[src/verilog/bcp_defs.svh]
// Timing and reset constants for the bearer channel process logic.
// Assumes a single 100 MHz clock; included by bare name.
`ifndef BCP_DEFS_SVH
`define BCP_DEFS_SVH

`define BCP_CLK_PERIOD_NS   10
`define BCP_TICK_MS         100
`define BCP_T145_MIN_MS     500
`define BCP_T145_MAX_MS     1500
`define BCP_T23_MS          2000
`define BCP_TICK_CYCLES     (`BCP_TICK_MS * 1000000 / `BCP_CLK_PERIOD_NS)
`define BCP_STEPS_RST       4'h0

`endif

[src/verilog/bcp_pkg.sv]
// Types shared by the bearer channel process and its timer.
// Assumes nothing of its surroundings.
package bcp_pkg;

	typedef enum logic [2:0]
	{
		BCP_NULL     = 3'h0,
		BCP_WALLOC   = 3'h1,
		BCP_ABORT    = 3'h2,
		BCP_WDEALLOC = 3'h3,
		BCP_WAUDIT   = 3'h4
	} bcp_state_t;

	typedef enum logic [3:0]
	{
		BCP_M_ALLOC        = 4'h0,
		BCP_M_ALLOC_DONE   = 4'h1,
		BCP_M_ALLOC_REJ    = 4'h2,
		BCP_M_DEALLOC      = 4'h3,
		BCP_M_DEALLOC_DONE = 4'h4,
		BCP_M_DEALLOC_REJ  = 4'h5,
		BCP_M_AUDIT        = 4'h6,
		BCP_M_AUDIT_DONE   = 4'h7,
		BCP_M_AN_FAULT     = 4'h8,
		BCP_M_AN_FAULT_ACK = 4'h9,
		BCP_M_PROTO_ERR    = 4'hA
	} bcp_msg_t;

	typedef enum logic [1:0]
	{
		BCP_R_ALLOC   = 2'h0,
		BCP_R_DEALLOC = 2'h1,
		BCP_R_AUDIT   = 2'h2
	} bcp_req_t;

	typedef enum logic [3:0]
	{
		BCP_I_ALLOC_CONF   = 4'h0,
		BCP_I_ALLOC_REJ    = 4'h1,
		BCP_I_DEALLOC_CONF = 4'h2,
		BCP_I_DEALLOC_REJ  = 4'h3,
		BCP_I_AUDIT_CONF   = 4'h4,
		BCP_I_ALLOC_ERR    = 4'h5,
		BCP_I_DEALLOC_ERR  = 4'h6,
		BCP_I_AUDIT_ERR    = 4'h7,
		BCP_I_AN_FAULT     = 4'h8,
		BCP_I_PROTO_ERR    = 4'h9,
		BCP_I_PEER_ERR     = 4'hA
	} bcp_ind_t;

	typedef struct packed
	{
		logic     valid;
		bcp_msg_t msg;
		logic     extra_ie;
	} bcp_rx_t;

	typedef struct packed
	{
		logic     valid;
		bcp_req_t kind;
	} bcp_mreq_t;

	typedef struct packed
	{
		logic     valid;
		bcp_msg_t msg;
	} bcp_tx_t;

	typedef struct packed
	{
		logic     valid;
		bcp_ind_t code;
	} bcp_mind_t;

endpackage : bcp_pkg

[src/verilog/bcp_timer.sv]
// Retry timer counted in 100 ms ticks, with its own tick divider.
// Assumes start and stop come from logic on the same clock.
`timescale 1ns/100ps
`include "bcp_defs.svh"

module bcp_timer
	import bcp_pkg::*;
#(
	parameter int TICK_CYCLES = `BCP_TICK_CYCLES
)
(
	input  wire logic       clk_in,
	input  wire logic       rst_n_in,
	input  wire logic       start_in,
	input  wire logic       stop_in,
	input  wire logic [4:0] load_in,
	output logic            expire_out
);

	localparam int PW = $clog2(TICK_CYCLES);

	// A divider of one cycle would leave the prescaler without a terminal count
	if (TICK_CYCLES < 2)
	begin : g_bad_tick
		$error("bcp_timer: TICK_CYCLES must be at least 2");
	end

	typedef struct packed
	{
		logic [PW-1:0] presc;
		logic [4:0]    ticks;
		logic          run;
		logic          expire;
	} bcp_tmr_st_t;

	bcp_tmr_st_t r_reg;
	bcp_tmr_st_t r_next;

	// The divider restarts with the timer, so no partial tick shortens a timeout
	// tick derived count
	always_comb
	begin
		r_next        = r_reg;
		r_next.expire = 1'b0;
		if (start_in)
		begin
			r_next.run   = 1'b1;
			r_next.presc = '0;
			r_next.ticks = load_in;
		end
		else if (stop_in)
			r_next.run = 1'b0;
		else if (r_reg.run)
		begin
			if (r_reg.presc == PW'(TICK_CYCLES - 1))
			begin
				r_next.presc = '0;
				if (r_reg.ticks <= 5'h01)
				begin
					r_next.run    = 1'b0;
					r_next.expire = 1'b1;
				end
				else
					r_next.ticks = r_reg.ticks - 5'h01;
			end
			else
				r_next.presc = r_reg.presc + PW'(1);
		end
	end

	always_ff @(posedge clk_in)
	begin
		if (!rst_n_in)
			r_reg <= '0;
		else
			r_reg <= r_next;
	end

	assign expire_out = r_reg.expire;

	logic [31:0] cyc_reg;
	logic [4:0]  load_reg;

	always_ff @(posedge clk_in)
	begin
		if (!rst_n_in)
		begin
			cyc_reg  <= 32'h0000_0000;
			load_reg <= 5'h00;
		end
		else if (start_in)
		begin
			cyc_reg  <= 32'h0000_0000;
			load_reg <= load_in;
		end
		else if (r_reg.run)
			cyc_reg <= cyc_reg + 32'h0000_0001;
	end

	chk_expiry_exact_time: assert property (
		@(posedge clk_in) disable iff (!rst_n_in)
		expire_out |-> cyc_reg == 32'(load_reg) * 32'(TICK_CYCLES))
		else $error("timer expired at the wrong cycle count");

endmodule : bcp_timer

[src/verilog/bcp_le_process.sv]
// One exchange-side bearer channel connection process with its retry timer.
// Assumes link messages arrive already decoded, and management requests come
// from logic on the same clock; one instance per process.
//
// Behaviour
// - Access side reports, drops and answers unexpected messages; this end never answers.
// - Unexpected message: keep state, indicate protocol error, drop, no reply.
// - Too many optional elements: indicate protocol error, drop whole message.
// - Every timer expires within ten percent of its configured timeout.
// - Allocation and audit timers share one timeout, 500 to 1500 ms, 100 ms steps.
// - First expiry resends and restarts; second expiry ends procedure, notifies management.
// - This end owns the allocation, abort, de-allocation and audit timers only.
// - Each process is a separate instance with own state and timer.
// - Null: allocation or audit request sends message, starts timer, waits.
// - De-allocation request from null or waiting allocation; two second timers.
// - Completion or reject answers confirm, stop timer, return null; null reports only.
// - Peer fault report in null is acknowledged and indicated to management.
`timescale 1ns/100ps
`include "bcp_defs.svh"

module bcp_le_process
	import bcp_pkg::*;
#(
	parameter int TICK_CYCLES = `BCP_TICK_CYCLES
)
(
	input  wire logic       clk_in,
	input  wire logic       rst_n_in,
	input  wire logic [3:0] cfg_steps_in,
	input  wire bcp_rx_t    rx_in,
	output logic            rx_ready_out,
	input  wire bcp_mreq_t  req_in,
	output logic            req_ready_out,
	output bcp_tx_t         tx_out,
	output bcp_mind_t       ind_out,
	output bcp_state_t      state_out
);

	localparam logic [4:0] T23_TICKS  = 5'(`BCP_T23_MS / `BCP_TICK_MS);
	localparam logic [3:0] STEPS_MIN  = 4'(`BCP_T145_MIN_MS / `BCP_TICK_MS);
	localparam logic [3:0] STEPS_MAX  = 4'(`BCP_T145_MAX_MS / `BCP_TICK_MS);

	typedef struct packed
	{
		bcp_state_t state;
		logic       second;
		bcp_tx_t    tx;
		bcp_mind_t  ind;
		logic       tmr_start;
		logic       tmr_stop;
		logic [4:0] tmr_load;
	} bcp_le_st_t;

	bcp_le_st_t r_reg;
	bcp_le_st_t r_next;
	logic       expire;
	logic       rx_take;
	logic       req_take;

	// Out-of-range settings are clamped rather than refused, so a timer always runs
	// common clamped timeout
	function automatic logic [4:0] common_ticks(input logic [3:0] steps);
		logic [3:0] s;
		s = steps;
		if (s < STEPS_MIN)
			s = STEPS_MIN;
		else if (s > STEPS_MAX)
			s = STEPS_MAX;
		return {1'b0, s};
	endfunction : common_ticks

	// Expiry cannot wait, so it outranks link messages, which outrank requests
	assign rx_ready_out  = ~expire;
	assign req_ready_out = ~expire & ~rx_in.valid;
	assign rx_take       = rx_in.valid & ~expire;
	assign req_take      = req_in.valid & ~expire & ~rx_in.valid;

	always_comb
	begin
		r_next           = r_reg;
		r_next.tx.valid  = 1'b0;
		r_next.ind.valid = 1'b0;
		r_next.tmr_start = 1'b0;
		r_next.tmr_stop  = 1'b0;
		if (expire && r_reg.state != BCP_NULL)
		begin
			if (!r_reg.second)
			begin
				r_next.second    = 1'b1;
				r_next.tx.valid  = 1'b1;
				r_next.tmr_start = 1'b1;
				case (r_reg.state)
					BCP_WALLOC: r_next.tx.msg = BCP_M_ALLOC;
					BCP_WAUDIT: r_next.tx.msg = BCP_M_AUDIT;
					default:    r_next.tx.msg = BCP_M_DEALLOC;
				endcase
			end
			else
			begin
				r_next.second    = 1'b0;
				r_next.state     = BCP_NULL;
				r_next.ind.valid = 1'b1;
				case (r_reg.state)
					BCP_WALLOC: r_next.ind.code = BCP_I_ALLOC_ERR;
					BCP_WAUDIT: r_next.ind.code = BCP_I_AUDIT_ERR;
					default:    r_next.ind.code = BCP_I_DEALLOC_ERR;
				endcase
			end
		end
		else if (rx_take)
		begin
			r_next.ind.valid = 1'b1;
			r_next.ind.code  = BCP_I_PROTO_ERR;
			if (!rx_in.extra_ie)
			begin
				case (rx_in.msg)
					BCP_M_ALLOC_DONE, BCP_M_ALLOC_REJ:
					begin
						if (r_reg.state == BCP_WALLOC || r_reg.state == BCP_NULL)
							r_next.ind.code = (rx_in.msg == BCP_M_ALLOC_DONE) ?
								BCP_I_ALLOC_CONF : BCP_I_ALLOC_REJ;
						if (r_reg.state == BCP_WALLOC)
							r_next.state = BCP_NULL;
					end
					BCP_M_DEALLOC_DONE, BCP_M_DEALLOC_REJ:
					begin
						if (r_reg.state inside {BCP_ABORT, BCP_WDEALLOC, BCP_NULL})
							r_next.ind.code = (rx_in.msg == BCP_M_DEALLOC_DONE) ?
								BCP_I_DEALLOC_CONF : BCP_I_DEALLOC_REJ;
						if (r_reg.state inside {BCP_ABORT, BCP_WDEALLOC})
							r_next.state = BCP_NULL;
					end
					BCP_M_AUDIT_DONE:
					begin
						if (r_reg.state == BCP_WAUDIT)
						begin
							r_next.ind.code = BCP_I_AUDIT_CONF;
							r_next.state    = BCP_NULL;
						end
					end
					BCP_M_AN_FAULT:
					begin
						if (r_reg.state == BCP_NULL)
						begin
							r_next.ind.code = BCP_I_AN_FAULT;
							r_next.tx.valid = 1'b1;
							r_next.tx.msg   = BCP_M_AN_FAULT_ACK;
						end
					end
					BCP_M_PROTO_ERR:
					begin
						if (r_reg.state != BCP_NULL)
						begin
							r_next.ind.code = BCP_I_PEER_ERR;
							r_next.state    = BCP_NULL;
						end
					end
					default:
						r_next.ind.code = BCP_I_PROTO_ERR;
				endcase
				if (r_reg.state != BCP_NULL && r_next.state == BCP_NULL)
				begin
					r_next.tmr_stop = 1'b1;
					r_next.second   = 1'b0;
				end
			end
		end
		else if (req_take)
		begin
			case (req_in.kind)
				BCP_R_ALLOC:
				begin
					if (r_reg.state == BCP_NULL)
					begin
						r_next.tx.valid  = 1'b1;
						r_next.tx.msg    = BCP_M_ALLOC;
						r_next.tmr_start = 1'b1;
						r_next.tmr_load  = common_ticks(cfg_steps_in);
						r_next.state     = BCP_WALLOC;
						r_next.second    = 1'b0;
					end
				end
				BCP_R_DEALLOC:
				begin
					// de-allocation start; a restart also drops the allocation timer
					if (r_reg.state == BCP_NULL || r_reg.state == BCP_WALLOC)
					begin
						r_next.tx.valid  = 1'b1;
						r_next.tx.msg    = BCP_M_DEALLOC;
						r_next.tmr_start = 1'b1;
						r_next.tmr_load  = T23_TICKS;
						r_next.second    = 1'b0;
						r_next.state     = (r_reg.state == BCP_NULL) ? BCP_WDEALLOC : BCP_ABORT;
					end
				end
				BCP_R_AUDIT:
				begin
					if (r_reg.state == BCP_NULL)
					begin
						r_next.tx.valid  = 1'b1;
						r_next.tx.msg    = BCP_M_AUDIT;
						r_next.tmr_start = 1'b1;
						r_next.tmr_load  = common_ticks(cfg_steps_in);
						r_next.state     = BCP_WAUDIT;
						r_next.second    = 1'b0;
					end
				end
				default:
					r_next.state = r_reg.state;
			endcase
		end
	end

	always_ff @(posedge clk_in)
	begin
		if (!rst_n_in)
		begin
			r_reg          <= '0;
			r_reg.tmr_load <= common_ticks(`BCP_STEPS_RST);
		end
		else
			r_reg <= r_next;
	end

	bcp_timer #(
		.TICK_CYCLES (TICK_CYCLES)
	) u_timer (
		.clk_in     (clk_in),
		.rst_n_in   (rst_n_in),
		.start_in   (r_reg.tmr_start),
		.stop_in    (r_reg.tmr_stop),
		.load_in    (r_reg.tmr_load),
		.expire_out (expire)
	);

	assign tx_out    = r_reg.tx;
	assign ind_out   = r_reg.ind;
	assign state_out = r_reg.state;

	chk_extra_ie_drop: assert property (
		@(posedge clk_in) disable iff (!rst_n_in)
		rx_take && rx_in.extra_ie |=> ind_out.valid && ind_out.code == BCP_I_PROTO_ERR
			&& !tx_out.valid && state_out == $past(state_out))
		else $error("surplus elements not dropped");

	chk_perr_no_reply: assert property (
		@(posedge clk_in) disable iff (!rst_n_in)
		ind_out.valid && ind_out.code == BCP_I_PROTO_ERR
			|-> !tx_out.valid && state_out == $past(state_out))
		else $error("protocol error changed state or replied");

	chk_alloc_start: assert property (
		@(posedge clk_in) disable iff (!rst_n_in)
		req_take && req_in.kind == BCP_R_ALLOC && state_out == BCP_NULL
			|=> tx_out.valid && tx_out.msg == BCP_M_ALLOC && state_out == BCP_WALLOC
			&& r_reg.tmr_start && r_reg.tmr_load >= 5'h05 && r_reg.tmr_load <= 5'h0F)
		else $error("allocation request mishandled");

	chk_audit_start: assert property (
		@(posedge clk_in) disable iff (!rst_n_in)
		req_take && req_in.kind == BCP_R_AUDIT && state_out == BCP_NULL
			|=> tx_out.msg == BCP_M_AUDIT && state_out == BCP_WAUDIT && r_reg.tmr_start)
		else $error("audit request mishandled");

	chk_dealloc_abort: assert property (
		@(posedge clk_in) disable iff (!rst_n_in)
		req_take && req_in.kind == BCP_R_DEALLOC && state_out == BCP_WALLOC
			|=> state_out == BCP_ABORT && tx_out.msg == BCP_M_DEALLOC
			&& r_reg.tmr_load == 5'h14)
		else $error("abort de-allocation mishandled");

	chk_first_expiry: assert property (
		@(posedge clk_in) disable iff (!rst_n_in)
		expire && !r_reg.second && state_out != BCP_NULL
			|=> tx_out.valid && r_reg.second && r_reg.tmr_start
			&& state_out == $past(state_out))
		else $error("first expiry did not resend");

	chk_second_expiry: assert property (
		@(posedge clk_in) disable iff (!rst_n_in)
		expire && r_reg.second && state_out != BCP_NULL
			|=> state_out == BCP_NULL && ind_out.valid && !tx_out.valid)
		else $error("second expiry did not conclude");

	chk_null_answer: assert property (
		@(posedge clk_in) disable iff (!rst_n_in)
		rx_take && !rx_in.extra_ie && rx_in.msg == BCP_M_ALLOC_DONE && state_out == BCP_NULL
			|=> state_out == BCP_NULL && ind_out.code == BCP_I_ALLOC_CONF && !r_reg.tmr_stop)
		else $error("answer in null mishandled");

	chk_fault_ack: assert property (
		@(posedge clk_in) disable iff (!rst_n_in)
		rx_take && !rx_in.extra_ie && rx_in.msg == BCP_M_AN_FAULT && state_out == BCP_NULL
			|=> tx_out.valid && tx_out.msg == BCP_M_AN_FAULT_ACK ##1 !tx_out.valid)
		else $error("peer fault not acknowledged");

endmodule : bcp_le_process

[config.mk]
export PLATFORM = sky130hd
export DESIGN_NAME = bcp_le_process
export DESIGN_NICKNAME = d
export VERILOG_FILES = /design/src/verilog/bcp_pkg.sv /design/src/verilog/bcp_timer.sv /design/src/verilog/bcp_le_process.sv
export VERILOG_INCLUDE_DIRS = /design/src /design/src/verilog
export SDC_FILE = /design/constraint.sdc
export NUM_CORES = 1
export LEC_CHECK = 0
export BUFFER_PORTS_ARGS = -buffer_cell sky130_fd_sc_hd__clkbuf_2
export CAP_MARGIN = 20
export CORE_AREA = 2 2 108 89
export DETAILED_ROUTE_END_ITERATION = 7
export DIE_AREA = 0 0 110 91
export SLEW_MARGIN = 5
export SYNTH_ARGS = -nofsm -noshare
export SYNTH_HDL_FRONTEND = slang
export SYNTH_SLANG_ARGS = --single-unit
[constraint.sdc]
create_clock -name clk_in -period 2.1 [get_ports clk_in]
set_input_delay 0.21 -clock clk_in [delete_from_list [all_inputs] [get_ports clk_in]]
set_output_delay 0.21 -clock clk_in [all_outputs]
set_load 0.02 [all_outputs]
==> results.yml <==
pwr:
  static-leakage-power_nw: 1.32
  totalPowerFinal_mw: 1.93
  vdd_drop_max_mv: 0.261
  cellPowerDensity_mw_per_mm2: 558
layout:
  drive_above_1_share_pct: 21.5
  mostFrequentLayoutCells: "sky130_fd_sc_hd__dfxtp_1 (51), sky130_fd_sc_hd__nor2_1 (40), sky130_fd_sc_hd__nand2_1 (31)"
  largest_reg_flops: 30
  inserted_diodes: 0
  fin_nets: 426
  final_common_cell: "sky130_fd_sc_hd__dfxtp_1"
  layout-area-overhead-vs-synth_pct: 13.8
floorplanning:
  die_height_um: 91
  floorplan.die.width_um: 110
  die_area_mm2: 0.0100
  io_pins: 30
  core_region_area_mm2: 0.00888
  starting_density_of_the_core_pct: 34.1
  placement_rows: 31
placed_design:
  buffer_ports.inserted: 29
  dp_hpwl_um: 5270
  place_congestion: 0.870
worst_setup_path:
  crit-reg2reg-launch: "u_timer.r_reg[8]"
  worstRegToRegCells: 6
  list_of_cells_traversed_by_the_critical_path: "ha_1, nand3_1, or4_4, nor3_4, mux2_2, o21ai_1"
  cp-start-kind: "flop"
  timing.setup.critical_path_class: "flop to flop"
  setup.worst_path.end_class: "flop"
  critPathMaxStageDelay_ns: 0.62
  timing.critical_path.slowest_stage_cell: "sky130_fd_sc_hd__or4_4"
  highest_net_fanout_along_the_worst_path: 6
  reg2reg_to: "u_timer.r_reg[3]"
  critical_path_arrival_ns: 2.18
  timing.reg2reg.setup_slack_ns: 0.17
  cp.required_ns: 2.36
route:
  vias: 2714
  route.final.wire_length_um: 7220
  ant_nets: 0
  post_detailed_route_drc_marker_count: 0
  drtIter0Drc: 203
  dr.pass1.iters: 6
  via_per_inst: 5.22
  wirelength_per_cell_um: 13.9
sta:
  setup_tns_ns: 0
  rsz0062_at_grt: "false"
  max_clock_freq_mhz: 519
  worst_margin_pin_slew_ns: 0.439
  holdWs_ns: 0.179
  finalSetupViolCount: 0
  layout_worst_path_cycle_share_pct: 91.7
  final-max-slew-violation-count: 0
  final_period_minus_worst_setup_slack_ns: 1.93
  worst_clock_skew_ns: 0.0110
  timing_hold_violations_final: 0
  max_slew_margin_pct: 70.0
clock_tree:
  cts_root_buf: "sky130_fd_sc_hd__clkbuf_8"
  maximum_clock_insertion_buffer_count: 2
  cts_hold_buffers_added: 0
  count_of_h_tree_levels_built_during_cts: 2
  clk_pin_slew_worst_paths_ns: 0.11
  cts_tree: "yes"
  clkSinkCount: 52
  number_of_clock_buffers_inserted_by_tritoncts: 5
  insertion_delay_ns: 0.32
synthesis:
  syn_nets: 395
  synthFlopType: "sky130_fd_sc_hd__dfxtp_1"
  seq_area_frac_synth_pct: 34.4
  postSynthRegisterBits: 52
  netlist.top_cell.by_area: "sky130_fd_sc_hd__dfxtp_1"
  yosys_warnings: 0
  synthArstFlopShare_pct: 0
  netlist_instances: 373
  mean_syn_cell_area_um2: 8.12
  synth-edff-count: 0
  leading_cell_types_by_total_area_after_synthesis: "sky130_fd_sc_hd__dfxtp_1 (34%), sky130_fd_sc_hd__xor2_1 (6.1%), sky130_fd_sc_hd__nor2_1 (5.0%)"
  synthesis.area_mm2: 0.00303
  post-synth-top-area-fraction_pct: 34.4
  netlist-cell-type-count: 66
global_route:
  grt_pass1_vias: 2468
  grt_pass1_wl_um: 12200
  grt_start_max_net_pins: 21
  grtUsageTotal_pct: 14.9
  gr-total-overflow: 0
  antenna_found_initial: 0
run:
  max_cap_violations: 0
hold_path:
  timing.hold.worst.start: "cfg_steps_in[2]"
  classification_of_the_worst_slack_hold_path: "input pin to flop"
  hold_path_end: "r_reg[2]"
  worst_hold_path.num_cells: 3
run_status:
  status: "complete, no violations"
## layer usage
metal / global-route usage, % / vias to the layer above / share of wire [%]
met5: 0 / - / 0
met3: 2.30 / 5 / 4.9
met4: 4.11 / 0 / 1.1
met1: 23.3 / 1257 / 52
met2: 20.7 / 72 / 42
li1: - / 1380 / -
## stage by stage
step,instances,area [µm²],utilization [%],setup slack [ns]
final,520,3450,38.8,0.174
after global routing,520,3450,38.8,0.0105
after CTS,520,3450,38.8,0.00383
after detailed placement,512,3350,37.7,0.0187
after global placement,512,3350,37.7,0.0715
after floorplan,373,3030,-,0.0354
## cell usage after synthesis (all sizes together), types with 6 or more instances
cell,n
xor2,21
nand2,31
a31oi,6
o21ai,12
xnor2,7
ha,7
inv,8
or2,6
a21oi,20
nand4,11
nor2,40
and3,12
clkbuf,17
buf,16
nor2b,7
dfxtp,52
nand3,20
nor3,12
## worst max-delay path by stage
stage                       from          endpoint  slack (ns)  depth (start not counted)
2_1_floorplan  u_timer.r_reg[23]  u_timer.r_reg[3]        0.04                          6
3_3_place_gp   u_timer.r_reg[23]  u_timer.r_reg[3]        0.07                          5
3_5_place_dp           req_in[1]         tx_out[0]        0.02                          8
4_1_cts        u_timer.r_reg[23]  u_timer.r_reg[3]       0.004                          5
5_1_grt         u_timer.r_reg[8]  u_timer.r_reg[1]        0.01                          7
6_report        u_timer.r_reg[8]  u_timer.r_reg[3]        0.17                          6
## critical path: cells and delay by family (launching register included)
kind / cells / cell delay (ns)
flip-flops: 1 / 0.35
AND/OR/NAND/NOR: 3 / 0.89
adder cells (fa/ha/maj): 1 / 0.16
AO/OA/AOI/OAI: 1 / 0.11
multiplexers: 1 / 0.35
## where the power goes
group	total, mW	leakage (nW)	switching (mW)	internal, mW
clock network	0.622	0.0452	0.377	0.244
logic	0.284	0.857	0.170	0.114
registers	1.02	0.421	0.0133	1.01
## area by class of cell
cell class	instances	area (µm²)
Multi-Input combinational cell	279	1780
Clock inverter	3	25.0
Tap cell	115	144
Fill cell	886	5440
Inverter	9	33.8
Clock buffer	5	68.8
Sequential cell	52	1040
Timing Repair Buffer	57	355
## kinds of logic (layout without fill, tap and decap cells)
logic type / Yosys count / count (layout) / share of synthesized area [%]
simple gates: 168 / 168 / 30.4
compound gates: 74 / 74 / 16.4
flops: 52 / 52 / 34.4
buf+inv: 42 / 74 / 7.15
xor+xnor: 28 / 28 / 8.10
fa+ha+maj: 7 / 7 / 2.89
mux: 2 / 2 / 0.702
## timing repair
| item | in CTS | in global routing |
|---|---|---|
| resized for setup | 1 | 2 |
| endpoints found under the setup margin | 1 | 3 |
| setup buffers | 0 | 0 |
| pin swaps | 0 | 2 |
Power figures use the tool's default switching activity.
